--- config.mk ---
export PLATFORM = sky130hd
export DESIGN_NAME = sl_link_ctrl
export DESIGN_NICKNAME = d
export VERILOG_FILES = /design/src/common/sl_pkg.sv /design/src/rtl/sl_trans_mon.sv /design/src/rtl/sl_link_ctrl.sv
export SDC_FILE = /design/constraint.sdc
export NUM_CORES = 1
export LEC_CHECK = 0
export ABC_AREA = 1
export BUFFER_PORTS_ARGS = -buffer_cell sky130_fd_sc_hd__buf_2
export CORE_ASPECT_RATIO = 1.5
export CORE_MARGIN = 1.5
export CORE_UTILIZATION = 50
export CTS_CLUSTER_DIAMETER = 120
export DETAILED_ROUTE_END_ITERATION = 6
export PLACE_DENSITY = 0.84
export REMOVE_ABC_BUFFERS = 1
export SLEW_MARGIN = 30
export SYNTH_ARGS = -nofsm -noshare
export SYNTH_HDL_FRONTEND = slang
export SYNTH_SLANG_ARGS = --single-unit
export TNS_END_PERCENT = 1
--- constraint.sdc ---
create_clock -name ref_clk_i -period 1.15 [get_ports ref_clk_i]
set_input_delay 0.1725 -clock ref_clk_i [delete_from_list [all_inputs] [get_ports ref_clk_i]]
set_output_delay 0.1725 -clock ref_clk_i [all_outputs]
set_load 0.005 [all_outputs]
--- src/common/sl_pkg.sv ---
// Shared constants and types for the serial link control block
package sl_pkg;

    typedef enum logic [2:0] {
        LVL_LOW  = 3'b001,
        LVL_MID  = 3'b010,
        LVL_HIGH = 3'b100
    } sl_lvl_e;

    typedef enum logic [1:0] {
        RC_TRACK = 2'b01,
        RC_FORCE = 2'b10
    } sl_rc_e;

    // Three-level pad code: [1] above high trip, [0] below low trip
    localparam logic [1:0] TRI_HI_CODE = 2'h2;
    localparam logic [1:0] TRI_LO_CODE = 2'h1;

    localparam logic [4:0] MULT_LO = 5'h0a;
    localparam logic [4:0] MULT_HI = 5'h14;

    localparam int         RANGE_PERIOD_REFS = 16000;
    localparam int         RC_CNT_W          = 14;

    localparam logic [2:0] TD_IDLE_CHARS = 3'h7;
    localparam logic [1:0] TD_GOOD_LAST  = 2'h2;

    localparam logic [3:0] CTRL_ADDR = 4'h0;
    localparam logic [3:0] STAT_ADDR = 4'h1;
    localparam logic [7:0] CTRL_RST  = 8'h01;
    localparam int         CTRL_RC_EN_BIT = 0;

    typedef struct packed {
        logic [1:0] enable_select_bits;
        logic       output_latch_enable;
        logic       receive_latch_enable;
        logic       device_reset_n;
        logic       transmit_rate_select;
        logic [1:0] transmit_input_clock_select;
        logic [1:0] speed_range_select;
        logic [1:0] amplitude_threshold_select;
        logic       line_input_select;
        logic       loopback_enable;
        logic [2:0] first_line_amp;
        logic [2:0] second_line_amp;
        logic       vco_in_range;
    } sl_pins_s;

    function automatic sl_lvl_e sl_tri_decode(input logic [1:0] code);
        case (code)
            TRI_HI_CODE: sl_tri_decode = LVL_HIGH;
            TRI_LO_CODE: sl_tri_decode = LVL_LOW;
            default:     sl_tri_decode = LVL_MID;
        endcase
    endfunction

endpackage

--- src/rtl/sl_trans_mon.sv ---
// Transition density monitor for received characters
`timescale 1ns/10ps
`default_nettype none
module sl_trans_mon (
    input  wire logic ref_clk_i,    // Reference clock
    input  wire logic sys_rst_i,    // Sync reset, active high
    input  wire logic ce_i,         // Clock enable
    input  wire logic char_stb_i,   // One received character
    input  wire logic char_trans_i, // Character held a transition
    output logic      fault_o       // Missing transitions
);
    import sl_pkg::*;

    logic [2:0] idle_cnt_reg;
    logic [1:0] good_cnt_reg;

    always_ff @(posedge ref_clk_i) begin
        if (sys_rst_i) begin
            idle_cnt_reg <= '0;
            good_cnt_reg <= '0;
            fault_o      <= 1'b1;
        end else if (ce_i && char_stb_i) begin
            if (char_trans_i) begin
                idle_cnt_reg <= '0;
                if (fault_o && good_cnt_reg == TD_GOOD_LAST) begin
                    fault_o      <= 1'b0;
                    good_cnt_reg <= '0;
                end else if (fault_o) begin
                    good_cnt_reg <= good_cnt_reg + 2'h1;
                end
            end else begin
                good_cnt_reg <= '0;
                if (idle_cnt_reg != TD_IDLE_CHARS) begin
                    idle_cnt_reg <= idle_cnt_reg + 3'h1;
                end
                // Seventh empty character exceeds 60 bit times
                if (idle_cnt_reg + 3'h1 == TD_IDLE_CHARS) begin
                    fault_o <= 1'b1;
                end
            end
        end
    end

    AST_IDLE_FAULT: assert property (@(posedge ref_clk_i)
        disable iff (sys_rst_i)
        ce_i && char_stb_i && !char_trans_i && idle_cnt_reg == 3'h6
        |=> fault_o)
        else $error("fault not raised after seven idle characters");

    AST_FAULT_CLEAR: assert property (@(posedge ref_clk_i)
        disable iff (sys_rst_i)
        $fell(fault_o) |-> $past(good_cnt_reg) == 2'h2
            && $past(char_trans_i) && $past(char_stb_i))
        else $error("fault cleared before three good characters");

    COV_FAULT_CLEARS: cover property (@(posedge ref_clk_i)
        disable iff (sys_rst_i) $fell(fault_o));

endmodule
`default_nettype wire

--- src/rtl/sl_link_ctrl.sv ---
// Serial link enables, rate selection and link fault detection
//
// The register offsets and the strobed register port were left to the implementer.
`timescale 1ns/10ps
`default_nettype none
module sl_link_ctrl #(
    parameter int RANGE_PERIOD = sl_pkg::RANGE_PERIOD_REFS // Refs per check
) (
    input  wire logic        ref_clk_i,          // 25 MHz clock
    input  wire logic        sys_rst_i,          // Sync reset, high
    input  wire logic        ce_i,               // Clock enable
    input  wire logic [1:0]  enable_select_bits_i, // Enable select pins
    input  wire logic        output_latch_enable_i,  // Output latch open
    input  wire logic        receive_latch_enable_i, // Rx latch open
    input  wire logic        device_reset_n_i,   // Device reset pin
    input  wire logic        transmit_rate_select_i, // 1: x20
    input  wire logic [1:0]  transmit_input_clock_select_i, // 3-level
    input  wire logic [1:0]  speed_range_select_i, // 3-level
    input  wire logic [1:0]  amplitude_threshold_select_i, // 3-level
    input  wire logic        line_input_select_i, // 1: second input
    input  wire logic        loopback_enable_i,   // Local loopback
    input  wire logic [2:0]  first_line_amp_i,    // Amp trips input 1
    input  wire logic [2:0]  second_line_amp_i,   // Amp trips input 2
    input  wire logic        vco_in_range_i,      // VCO near reference
    input  wire logic        rx_char_stb_i,       // Received character
    input  wire logic        rx_char_trans_i,     // It had a transition
    input  wire logic        tx_serial_bit_i,     // Transmit bit
    input  wire logic [3:0]  reg_addr_i,          // Register address
    input  wire logic [7:0]  reg_wdata_i,         // Write data
    input  wire logic        reg_wr_i,            // Write strobe
    input  wire logic        reg_rd_i,            // Read strobe
    output logic [7:0]       reg_rdata_o,         // Read data
    output logic             first_serial_output_en_o,  // Driver 1 on
    output logic             second_serial_output_en_o, // Driver 2 on
    output logic             first_serial_output_o,     // Driver 1 bit
    output logic             second_serial_output_o,    // Driver 2 bit
    output logic             tx_lowpower_o,       // Tx logic asleep
    output logic [4:0]       tx_mult_factor_o,    // 10 or 20
    output logic             tx_char_clk_x2_o,    // Char clock 2x ref
    output sl_pkg::sl_lvl_e  speed_range_o,       // Decoded range
    output logic             speed_reserved_o,    // Reserved setting
    output logic             clock_select_invalid_o, // Bad combination
    output logic             rx_line_sel_o,       // Routed receiver
    output logic             loopback_route_o,    // Internal loop on
    output sl_pkg::sl_lvl_e  amp_threshold_o,     // Decoded threshold
    output logic             rx_enable_o,         // Rx channel on
    output logic             range_force_o,       // VCO forced
    output logic             link_fault_indicator_n_o // Low: fault
);
    import sl_pkg::*;

    sl_pins_s            pin_raw;
    sl_pins_s            pin_meta_reg;
    sl_pins_s            pin_reg;
    logic [1:0]          drv_en_reg;
    logic [1:0]          drv_en_next;
    logic [7:0]          ctrl_reg;
    sl_rc_e              rc_state_reg;
    logic [RC_CNT_W-1:0] rc_cnt_reg;
    logic                period_end;
    logic                trans_fault;
    logic                amp_ok;
    logic [2:0]          amp_sel;
    sl_lvl_e             spd_lvl;
    sl_lvl_e             amp_lvl;
    sl_lvl_e             ckl_lvl;

    assign pin_raw = '{
        enable_select_bits:          enable_select_bits_i,
        output_latch_enable:         output_latch_enable_i,
        receive_latch_enable:        receive_latch_enable_i,
        device_reset_n:              device_reset_n_i,
        transmit_rate_select:        transmit_rate_select_i,
        transmit_input_clock_select: transmit_input_clock_select_i,
        speed_range_select:          speed_range_select_i,
        amplitude_threshold_select:  amplitude_threshold_select_i,
        line_input_select:           line_input_select_i,
        loopback_enable:             loopback_enable_i,
        first_line_amp:              first_line_amp_i,
        second_line_amp:             second_line_amp_i,
        vco_in_range:                vco_in_range_i
    };

    // Pins are asynchronous; only pin_reg is read by logic
    always_ff @(posedge ref_clk_i) begin
        if (sys_rst_i) begin
            pin_meta_reg <= '0;
            pin_reg      <= '0;
        end else if (ce_i) begin
            pin_meta_reg <= pin_raw;
            pin_reg      <= pin_meta_reg;
        end
    end

    assign spd_lvl = sl_tri_decode(pin_reg.speed_range_select);
    assign amp_lvl = sl_tri_decode(pin_reg.amplitude_threshold_select);
    assign ckl_lvl = sl_tri_decode(pin_reg.transmit_input_clock_select);

    // Output enable latch: device reset clears it, else transparent while open, holds once closed
    always_comb begin
        drv_en_next = drv_en_reg;
        if (!pin_reg.device_reset_n) begin
            drv_en_next = '0;
        end else if (pin_reg.output_latch_enable) begin
            drv_en_next = pin_reg.enable_select_bits;
        end
    end

    always_ff @(posedge ref_clk_i) begin
        if (sys_rst_i) begin
            drv_en_reg <= '0;
        end else if (ce_i) begin
            drv_en_reg <= drv_en_next;
        end
    end

    // Receive enable latch follows bit zero while its latch is open
    always_ff @(posedge ref_clk_i) begin
        if (sys_rst_i) begin
            rx_enable_o <= 1'b0;
        end else if (ce_i && pin_reg.receive_latch_enable) begin
            rx_enable_o <= pin_reg.enable_select_bits[0];
        end
    end

    // Driver outputs; disabled drivers idle low to save power
    always_ff @(posedge ref_clk_i) begin
        if (sys_rst_i) begin
            first_serial_output_en_o  <= 1'b0;
            second_serial_output_en_o <= 1'b0;
            first_serial_output_o     <= 1'b0;
            second_serial_output_o    <= 1'b0;
            tx_lowpower_o             <= 1'b1;
            loopback_route_o          <= 1'b0;
        end else if (ce_i) begin
            first_serial_output_en_o  <= drv_en_reg[0];
            second_serial_output_en_o <= drv_en_reg[1];
            first_serial_output_o     <= drv_en_reg[0]
                && (pin_reg.loopback_enable || tx_serial_bit_i);
            second_serial_output_o    <= drv_en_reg[1]
                && (pin_reg.loopback_enable || tx_serial_bit_i);
            tx_lowpower_o             <= ~|drv_en_reg;
            loopback_route_o          <= pin_reg.loopback_enable;
        end
    end

    // Clock multiplier and range selection
    always_ff @(posedge ref_clk_i) begin
        if (sys_rst_i) begin
            tx_mult_factor_o       <= MULT_LO;
            tx_char_clk_x2_o       <= 1'b0;
            speed_range_o          <= LVL_MID;
            speed_reserved_o       <= 1'b0;
            clock_select_invalid_o <= 1'b0;
            amp_threshold_o        <= LVL_MID;
            rx_line_sel_o          <= 1'b0;
        end else if (ce_i) begin
            tx_mult_factor_o <= pin_reg.transmit_rate_select
                ? MULT_HI : MULT_LO;
            // Half-character-rate reference needs doubled char clock
            tx_char_clk_x2_o <= pin_reg.transmit_rate_select;
            speed_range_o    <= spd_lvl;
            speed_reserved_o <= (spd_lvl == LVL_LOW)
                && pin_reg.transmit_rate_select;
            // Flagged only; the host owns this combination
            clock_select_invalid_o <= (ckl_lvl != LVL_LOW)
                && pin_reg.transmit_rate_select;
            amp_threshold_o  <= amp_lvl;
            rx_line_sel_o    <= pin_reg.line_input_select;
        end
    end

    // Amplitude of the routed receiver only; ignored in loopback
    assign amp_sel = pin_reg.line_input_select
        ? pin_reg.second_line_amp : pin_reg.first_line_amp;
    assign amp_ok = pin_reg.loopback_enable
        || (|(amp_sel & amp_lvl));

    // Range control sampling period
    assign period_end = rc_cnt_reg == RC_CNT_W'(RANGE_PERIOD - 1);

    always_ff @(posedge ref_clk_i) begin
        if (sys_rst_i) begin
            rc_cnt_reg <= '0;
        end else if (ce_i) begin
            rc_cnt_reg <= period_end ? '0
                : rc_cnt_reg + RC_CNT_W'(1);
        end
    end

    // Force lasts one period, then releases for a relock attempt
    always_ff @(posedge ref_clk_i) begin
        if (sys_rst_i) begin
            rc_state_reg <= RC_TRACK;
        end else if (ce_i && period_end) begin
            case (rc_state_reg)
                RC_TRACK: begin
                    if (!pin_reg.vco_in_range && rx_enable_o
                        && ctrl_reg[CTRL_RC_EN_BIT]) begin
                        rc_state_reg <= RC_FORCE;
                    end
                end
                RC_FORCE: rc_state_reg <= RC_TRACK;
                default:  rc_state_reg <= RC_TRACK;
            endcase
        end
    end

    sl_trans_mon u_trans_mon (
        .ref_clk_i    (ref_clk_i),
        .sys_rst_i    (sys_rst_i),
        .ce_i         (ce_i),
        .char_stb_i   (rx_char_stb_i),
        .char_trans_i (rx_char_trans_i),
        .fault_o      (trans_fault)
    );

    always_ff @(posedge ref_clk_i) begin
        if (sys_rst_i) begin
            range_force_o            <= 1'b0;
            link_fault_indicator_n_o <= 1'b0;
        end else if (ce_i) begin
            range_force_o <= rc_state_reg == RC_FORCE;
            link_fault_indicator_n_o <= amp_ok && !trans_fault
                && rx_enable_o && pin_reg.vco_in_range
                && rc_state_reg == RC_TRACK;
        end
    end

    // Register port
    always_ff @(posedge ref_clk_i) begin
        if (sys_rst_i) begin
            ctrl_reg <= CTRL_RST;
        end else if (ce_i && reg_wr_i && reg_addr_i == CTRL_ADDR) begin
            ctrl_reg <= reg_wdata_i;
        end
    end

    always_ff @(posedge ref_clk_i) begin
        if (sys_rst_i) begin
            reg_rdata_o <= '0;
        end else if (ce_i) begin
            reg_rdata_o <= '0;
            if (reg_rd_i && reg_addr_i == CTRL_ADDR) begin
                reg_rdata_o <= ctrl_reg;
            end else if (reg_rd_i && reg_addr_i == STAT_ADDR) begin
                reg_rdata_o <= {link_fault_indicator_n_o, range_force_o,
                    trans_fault, rx_enable_o, loopback_route_o,
                    tx_lowpower_o, drv_en_reg};
            end
        end
    end

    AST_DRV_ON: assert property (@(posedge ref_clk_i)
        disable iff (sys_rst_i)
        ce_i && pin_reg.device_reset_n && pin_reg.output_latch_enable
        && pin_reg.enable_select_bits[1] |=> drv_en_reg[1])
        else $error("driver two not enabled");

    AST_DRV_OFF: assert property (@(posedge ref_clk_i)
        disable iff (sys_rst_i)
        ce_i && pin_reg.output_latch_enable
        && !pin_reg.enable_select_bits[0] |=> !drv_en_reg[0])
        else $error("driver one not disabled");

    AST_LOWPWR: assert property (@(posedge ref_clk_i)
        disable iff (sys_rst_i)
        ce_i && tx_lowpower_o |-> $past(drv_en_reg) == 2'h0)
        else $error("low power with a driver enabled");

    AST_HOLD: assert property (@(posedge ref_clk_i)
        disable iff (sys_rst_i)
        pin_reg.device_reset_n && !pin_reg.output_latch_enable
        |=> $stable(drv_en_reg))
        else $error("closed latch changed");

    AST_DEV_RST: assert property (@(posedge ref_clk_i)
        disable iff (sys_rst_i)
        ce_i && !pin_reg.device_reset_n |=> drv_en_reg == 2'h0)
        else $error("device reset did not clear latch");

    AST_MULT: assert property (@(posedge ref_clk_i)
        disable iff (sys_rst_i)
        ce_i |=> tx_mult_factor_o
            == ($past(pin_reg.transmit_rate_select) ? MULT_HI : MULT_LO))
        else $error("wrong multiply factor");

    AST_LOOP_ONE: assert property (@(posedge ref_clk_i)
        disable iff (sys_rst_i)
        ce_i && pin_reg.loopback_enable && drv_en_reg[0]
        |=> first_serial_output_o)
        else $error("loopback output not static one");

    AST_RX_OFF: assert property (@(posedge ref_clk_i)
        disable iff (sys_rst_i)
        ce_i && !rx_enable_o |=> !link_fault_indicator_n_o)
        else $error("fault not shown with rx disabled");

    AST_FORCE_LFI: assert property (@(posedge ref_clk_i)
        disable iff (sys_rst_i)
        ce_i && rc_state_reg == RC_FORCE |=> !link_fault_indicator_n_o)
        else $error("fault not shown while forced");

    AST_RC_PERIOD: assert property (@(posedge ref_clk_i)
        disable iff (sys_rst_i)
        rc_state_reg != $past(rc_state_reg) |-> $past(period_end))
        else $error("range state moved mid period");

    COV_LINK_VALID: cover property (@(posedge ref_clk_i)
        disable iff (sys_rst_i) $rose(link_fault_indicator_n_o));
    COV_FORCE: cover property (@(posedge ref_clk_i)
        disable iff (sys_rst_i) rc_state_reg == RC_FORCE);
    COV_LOOPBACK: cover property (@(posedge ref_clk_i)
        disable iff (sys_rst_i) loopback_route_o && drv_en_reg[0]);

endmodule
`default_nettype wire

; ---- Word level (Yosys, flattened, before mapping)
; Cells that the tools add are included.
; W data, S select, Z words.
[classes]
addsub = 3
n_eq_ne = 19
muxes = 20
bitwise = 1
reduce_logical = 33
[op_table]
columns = cell, n
row1 = $logic_and A1 B1 Y1, 18
row2 = $pmux W3 S2, 3
row3 = $mux W8, 2
row4 = $add A14 B1 Y14 const B, 1
row5 = $eq A14 B14 Y1 const B, 1
row6 = $mux W14, 1
row7 = $mux W2, 7
row8 = $eq A2 B2 Y1 const B, 5
row9 = $mux W3, 3
row10 = $eq A2 B1 Y1 const B, 4
row11 = $reduce_and A2 Y1, 4
row12 = $ne A3 B1 Y1 const B, 2
row13 = $mux W5, 1
row14 = $eq A4 B1 Y1 const B, 1
row15 = $logic_not A4 Y1, 1
row16 = $ne A2 B1 Y1 const B, 2
row17 = $reduce_bool A2 Y1, 2
row18 = $add A3 B1 Y3 const B, 1
row19 = $and A3 B3 Y3, 1
row20 = $eq A3 B1 Y1 const B, 1
row21 = $eq A3 B3 Y1 const B, 1
row22 = $logic_not A1 Y1, 3
row23 = $mux W1, 3
row24 = $ne A3 B3 Y1 const B, 1
row25 = 6 further kinds, 7
[totals]
regBits = 106
inputBits = 41
out_inout_bits = 32
word_cells = 126

; ---- Logic depth before layout (Yosys ltp)
; Gate-level depths: netlist of the first run.
[logic_depth]
depth_word = 9
depth_mapped = 9

; ---- Hierarchy
; A second synthesis of the first run with hierarchy kept.
[hier_totals]
hier_cells = 590
hier_area_um2 = 4257.8
[modules_own_cells]
columns = mod, instances, cells_each, area_per_inst_um2
row1 = sl_link_ctrl, 1, 536, 3901.2
row2 = sl_trans_mon, 1, 54, 356.6

; ---- Least setup slack after synthesis of the first run
; No wires, ideal clock.
[synth_path]
path_kind = flip-flop to flip-flop
from = reg rc_cnt_reg[0]
to = reg rc_state_reg[1]
setup_time_ns = 0.109
arrival_ns = 1.157
required_time_ns = 1.041
setup_slack_ns = -0.115
path_stages_with_launch = 9
n_path_buf = 0
period_less_slack_ns = 1.265
cell_sequence = dfxtp_1 -> ha_1 -> nand3_2 -> nor2_8 -> nand3_4 -> nand2_4 -> nand2_2 -> nand2_1 -> inv_1
[synth_via]
elab_chain_cells = 3
[synth_rtl]
columns = element, line_no
row1 = "start, declared", sl_link_ctrl.sv:59  ; logic [RC_CNT_W-1:0] rc_cnt_reg;
row2 = "start signal, assigned", sl_link_ctrl.sv:186  ; rc_cnt_reg <= period_end ? '0
row3 = $eq A14 B14 Y1, sl_link_ctrl.sv:180  ; assign period_end = rc_cnt_reg == RC_CNT_W'(RANGE_PERIOD - 1);
row4 = $logic_and A1 B1 Y1, sl_link_ctrl.sv:195  ; end else if (ce_i && period_end) begin
row5 = $reduce_and A2 Y1 (no line), --
row6 = "end signal, assigned", sl_link_ctrl.sv:194  ; rc_state_reg <= RC_TRACK;
row7 = "end signal, assigned", sl_link_ctrl.sv:200  ; rc_state_reg <= RC_FORCE;
row8 = "end signal, assigned", sl_link_ctrl.sv:203  ; RC_FORCE: rc_state_reg <= RC_TRACK;
row9 = "end, declared", sl_link_ctrl.sv:58  ; sl_rc_e rc_state_reg;
; Every way passes these cells.
; A chain may end at the register's enable or synchronous reset.

; ---- Worst setup path in the final report of the first run
; Ends and elaborated chain as after synthesis.

==> impl_metrics.json, run 1 <==
{
  "avgSynthCellArea_um2": 7.40,
  "dieArea_mm2": 0.00926,
  "fp.coreArea_mm2": 0.00841,
  "grt_usage_pct": 24.6,
  "power.density_mw_per_mm2": 1380,
  "cts_tree": "done",
  "drive_gt1_share_pct": 26.5,
  "wl_per_cell_um": 14.0,
  "synth_edf_count": 0,
  "yosysTopAreaCell": "dfxtp_1",
  "crit_path_start_kind": "flop",
  "yosysTopAreaCellShare_pct": 47.1,
  "critPathRequiredTime_ps": 1450,
  "post-route-min-period_ps": 1310,
  "grt_pass1_vias": 4063,
  "cts.sinks": 102,
  "seqPwrFrac_pct": 49.3,
  "gp_congestion": 0.832,
  "setup_ws_ps": -165,
  "cp_top_family": "simple AND/OR/NAND/NOR gates",
  "hp-class": "in -> reg",
  "ys.flop_type": "dfxtp_1",
  "clkPwrFrac_pct": 40.9,
  "drv_slew": 0,
  "dp_slack_ps": -159,
  "root_buffer": "clkbuf_16",
  "dr.pass1.iters": 7,
  "area_growth_pct": 27.8,
  "ir_drop_mv": 0.946,
  "drtAntennaViolNets": 0,
  "vias": 4216,
  "dr.first_iter.drc_count": 297,
  "whs_ps": 41.9,
  "worstSetupStartpoint": "rc_cnt_reg[0]",
  "crit_top_cell": "nand2_2",
  "yosysWarnings": 0,
  "combPwrFrac_pct": 9.8,
  "die_y_um": 117,
  "drc_errors": 0,
  "hold_viol": 0,
  "r2r_end": "rc_state_reg[1]",
  "slowest_delay_ps": 370,
  "grt-ovfl-total": 0,
  "cts.path.max_buffers": 2,
  "fin_nets": 732,
  "status": "finished, violations left",
  "swShare_pct": 24.5,
  "max_cap_violations": 0,
  "crit_fanout": 3,
  "io_pins": 73,
  "clkTransAtPathRegs_ps": 70,
  "hold_depth": 3,
  "nFillCells": 675,
  "seqCellArea_mm2": 0.00206,
  "critPathKind": "reg -> reg",
  "hold_start": "reg_wdata_i[0]",
  "cts_inserted_buffers": 9,
  "netlist_instances": 586,
  "floorplan.initialDensity_pct": 51.6,
  "synth_seq_cells": 102,
  "grt_max_degree": 40,
  "synthArstFlopShare_pct": 0,
  "avgViaCountPerCell": 5.31,
  "rows": 41,
  "final_util_pct": 65.9,
  "fin_worst_skew_ps": 5.75,
  "max_clock_freq_mhz": 761,
  "rsz0062_at_grt": "true",
  "setup_violations": 18,
  "multi_input_area_mm2": 0.00207,
  "crit_buf_inv": 1,
  "whs_endpoint": "ctrl_reg[0]",
  "synth.distinct_cells": 31,
  "power.internal_mw": 5.79,
  "fp.dieW_um": 79.1,
  "insertion_delay_ps": 350,
  "grt_pass1_wl_um": 17600,
  "cp.depth": 9,
  "synthesis.area_mm2": 0.00434,
  "numPortBuffers": 71,
  "violations": "setup timing",
  "synth_seq_area_share_pct": 47.1,
  "drt-total-wl_um": 11100,
  "period_share_pct": 114,
  "critPathSlowestCell": "dfxtp_4",
  "cts.htree.levels": 3,
  "reg2reg_slack_ps": -160,
  "arrival_ps": 1620,
  "diodes": 0,
  "path_cells": "ha_4 -> nand2_4 -> nor2_4 -> nand2_2 -> nor2_4 -> nand2_2 -> nand2_2 -> nand2_2 -> inv_2",
  "leakage_nw": 2.53,
  "hpwlAfterDp_um": 7240,
  "final.setup.tns_ps": -1620,
  "reg2reg_depth": 9,
  "p_sw_mw": 1.88,
  "antenna_found_initial": 0,
  "r2r-start": "rc_cnt_reg[0]",
  "endpoint_kind": "flop",
  "synth_area_leaders": "dfxtp_1 47%, nor2_1 9.5%, nand2_1 9.2%"
}
[final cells by class]
cell class | instances | area share (%)
Timing Repair Buffer | 115 | 13.9
Clock buffer | 11 | 4.38
Multi-Input combinational cell | 400 | 37.3
Tap cell | 107 | 2.41
Sequential cell | 102 | 37.1
Inverter | 54 | 3.66
Clock inverter | 5 | 1.17
[power by group through the flow]
stage,sequential (mW),combinational (mW),clock (mW)
finish,3.78,0.749,3.13
detailed placement,3.85,0.698,0
CTS,3.78,0.733,3.16
floorplan,3.84,0.332,0
global route,3.80,0.842,3.31
global placement,3.84,0.676,0
[Yosys cell counts, types with 2 or more instances]
cell type    n
dfxtp_1    102
nand3_2      2
nor2_4       3
o21ai_0     60
a21oi_1     42
nand2_1    106
nor3_1       6
nor2_2       5
inv_1       52
buf_4        5
ha_1         9
nand2_2      2
nand3_1     30
nand4_1     13
buf_6        2
buf_2       11
nand3_4      2
clkbuf_1    11
nor2_1     110
inv_2        2
[worst min-delay path, stage by stage]
cell and delay (ps):
buf_2 70, nand2_1 60, nand3_1 60
[worst max path at each step]
stage	end	slack, ps
after floorplan	rc_cnt_reg[13]	-180
after global placement	rc_state_reg[1]	-90
after detailed placement	rc_state_reg[1]	-160
after CTS	rc_state_reg[1]	-100
after global routing	rc_state_reg[1]	-250
final	rc_state_reg[1]	-160
[stage by stage]
step	total power, mW	area, µm²	std cells
6_report	7.67	5540	794
2_1_floorplan	4.17	4180	556
3_5_place_dp	4.55	5050	775
3_3_place_gp	4.51	5050	775
5_1_grt	7.95	5540	794
4_1_cts	7.67	5480	793
[kinds of logic (layout without fill, tap and decap cells)]
| kind of cell | count (synthesis) | after routing | share of synthesized area [%] |
|---|---|---|---|
| AO/OA/AOI/OAI | 104 | 104 | 12.1 |
| AND/OR/NAND/NOR | 285 | 285 | 29.6 |
| XOR/XNOR | 1 | 1 | 0.202 |
| flip-flops | 102 | 102 | 47.1 |
| adder cells (fa/ha/maj) | 9 | 9 | 2.60 |
| buffers and inverters | 84 | 185 | 8.36 |
| other | 1 | 1 | 0.0864 |
[layout by cell type (no fill, tap or decap), drive strengths merged, types with 2 or more instances in the layout]
cell	synthesis	routed
dfxtp	102	102
ha	9	9
nand4	14	14
clkbuf	11	11
o21ai	60	60
nor2	119	119
buf	19	115
clkinvlp	0	2
nand2	109	109
nor3	6	6
nand3	34	34
a21oi	42	42
inv	54	56
[per-layer routing]
layer	global-route usage [%]	wire length [µm]
met1	25.0	4270
met2	45.4	5800
met3	4.65	523
met4	16.4	506
met5	0	0
[repair_timing]
action / CTS / global route
hold buffers: 0 / 0
pin swaps: 7 / 16
resized for setup: 25 / 18
buffers inserted: 2 / 1
setup endpoints to repair: 20 / 20
(Power assumes the default switching activity.)
==> run 2, diff against run 1 <==
Settings changed: CORE_UTILIZATION 50 to 56, PLACE_DENSITY 0.84 to 0.88.
Clock period 1.15 ns to 1.5 ns, I/O delays scaled along.
==> run 2 against run 1 <==
Net effect:
- setup slack gained 290 ps
- maximum frequency shrank 4.1%
- die area shrank 10%
- clock skew is essentially flat
- combinational power shrank 35%
- critical path depth shrank 1
- wire length shrank 14%
- sequential share of layout area grew 3.0 points
- highest routed layer unchanged
- the flow now finishes without violations
- cell count shrank 4.5%
- global-route usage shrank 0.17 points
- clock power shrank 20%
- cell area shrank 8.0%
==> impl_metrics.json, run 2 (synthesis gave the netlist of run 1 again) <==
{
  "critPathKind": "reg -> reg",
  "swShare_pct": 23.6,
  "critPathSlowestCell": "dfxtp_2",
  "grt_usage_pct": 24.4,
  "io_pins": 73,
  "slowest_delay_ps": 380,
  "reg2reg_slack_ps": 130,
  "avgViaCountPerCell": 5.27,
  "drive_gt1_share_pct": 18.9,
  "drt-total-wl_um": 9600,
  "r2r-start": "rc_cnt_reg[0]",
  "reg2reg_depth": 8,
  "status": "completed",
  "fp.coreArea_mm2": 0.00756,
  "power.internal_mw": 4.49,
  "cts.htree.levels": 3,
  "final_cell_mix": "110 x nor2_1, 106 x nand2_1, 100 x dfxtp_1",
  "post-route-min-period_ps": 1370,
  "p_sw_mw": 1.39,
  "clkTransAtPathRegs_ps": 70,
  "leakage_nw": 2.34,
  "power.density_mw_per_mm2": 1150,
  "hold_viol": 0,
  "hp-class": "in -> reg",
  "final.setup.tns_ps": 0,
  "seqPwrFrac_pct": 49.3,
  "r2r_end": "rc_state_reg[1]",
  "hpwlAfterDp_um": 6600,
  "final_cells": 758,
  "crit_fanout": 8,
  "grt_pass1_wl_um": 16000,
  "hold_start": "first_line_amp_i[0]",
  "cts_hold_buf": 0,
  "setup_ws_ps": 129,
  "diodes": 0,
  "final_common_cell": "nor2_1",
  "dpl.cell_count": 742,
  "dr.first_iter.drc_count": 297,
  "rsz0062_at_grt": "false",
  "insertion_delay_ps": 340,
  "fp.dieW_um": 74.9,
  "endpoint_kind": "flop",
  "die_y_um": 111,
  "area_growth_pct": 17.5,
  "cp_top_family": "simple AND/OR/NAND/NOR gates",
  "hold_depth": 3,
  "grt-ovfl-total": 0,
  "drv_slew": 0,
  "period_share_pct": 91.4,
  "wl_per_cell_um": 12.7,
  "max_cap_violations": 0,
  "numPortBuffers": 71,
  "cts_tree": "done",
  "max_clock_freq_mhz": 730,
  "rows": 39,
  "path_cells": "ha_2 -> nand3_2 -> nor2_8 -> nand3_4 -> nand2_4 -> nand2_2 -> nand2_1 -> inv_1",
  "ir_drop_mv": 0.764,
  "root_buffer": "clkbuf_16",
  "fin_nets": 701,
  "drc_errors": 0,
  "cts.sinks": 102,
  "fin_worst_skew_ps": 5.36,
  "floorplan.initialDensity_pct": 57.4,
  "combPwrFrac_pct": 8.3,
  "crit_buf_inv": 1,
  "crit_path_start_kind": "flop",
  "grt_max_degree": 54,
  "gp_congestion": 0.848,
  "vias": 3997,
  "clkPwrFrac_pct": 42.4,
  "postCtsSetupBuffers": 0,
  "arrival_ps": 1620,
  "setup_violations": 0,
  "grt_pass1_vias": 3706,
  "worstSetupStartpoint": "rc_cnt_reg[0]",
  "whs_endpoint": "pin_meta_reg[4]",
  "cts_inserted_buffers": 9,
  "antenna_found_initial": 0,
  "dieArea_mm2": 0.00830,
  "cts.path.max_buffers": 2,
  "dp_slack_ps": 109,
  "drtAntennaViolNets": 0,
  "critPathRequiredTime_ps": 1750,
  "dr.pass1.iters": 7
}
## run 2: cell types whose count changed in the layout (fill, tap and decap cells not counted), moves of 3 or more
| cell | change |
|---|---|
| ha_4 | -4 |
| buf_12 | -6 |
| inv_1 | +3 |
| ha_1 | +3 |
| buf_4 | -25 |
| nor2_4 | -4 |
| nand2_1 | +7 |
| inv_2 | -3 |
| dfxtp_2 | -7 |
| dfxtp_1 | +8 |
| nor2_2 | +3 |
| nand2_2 | -5 |
## run 2: worst max path at each step
stage	end	slack, ps	depth (start not counted)
2_1_floorplan	rc_cnt_reg[13]	110	7
3_3_place_gp	rc_state_reg[1]	160	8
3_5_place_dp	rc_state_reg[1]	110	8
4_1_cts	rc_state_reg[1]	60	8
5_1_grt	rc_state_reg[1]	40	8
6_report	rc_state_reg[1]	130	8
## run 2: power by group through the flow
stage	sequential, mW	clock, mW	combinational, mW
2_1_floorplan	2.94	0	0.255
3_3_place_gp	2.95	0	0.468
3_5_place_dp	2.95	0	0.482
4_1_cts	2.89	2.53	0.491
5_1_grt	2.91	2.64	0.556
6_report	2.90	2.49	0.489
## run 2: area by class of cell
type / count / area (µm²)
Sequential cell: 102 / 2040
Fill cell: 619 / 2460
Multi-Input combinational cell: 400 / 1940
Clock buffer: 9 / 225
Inverter: 54 / 203
Clock inverter: 7 / 97.6
Timing Repair Buffer: 84 / 465
Tap cell: 102 / 128
## run 2: through the flow
stage	total power, mW	hold WS [ps]	util, %	area, µm²
3_3_place_gp	3.41	437	63.1	4770
4_1_cts	5.92	93.2	67.4	5090
2_1_floorplan	3.20	294	-	4180
3_5_place_dp	3.43	443	63.1	4770
5_1_grt	6.11	101	67.4	5100
6_report	5.88	100	67.4	5100
## run 2: per-layer routing
metal	routed length (µm)	vias to the layer above	global-route usage [%]
met3	432	20	4.45
met4	186	0	10.7
met1	3950	1841	28.8
li1	-	2011	-
met5	0	-	0
met2	5030	125	41.8
## run 2: timing repair
action,CTS,global route
gates resized for setup,0,3
setup endpoints to repair,0,7
endpoints found under the hold margin,0,0
## run 2: tightest hold or removal path, stage by stage
cell,delay (ps)
buf_2,70
nor2_1,30
nor2_1,80
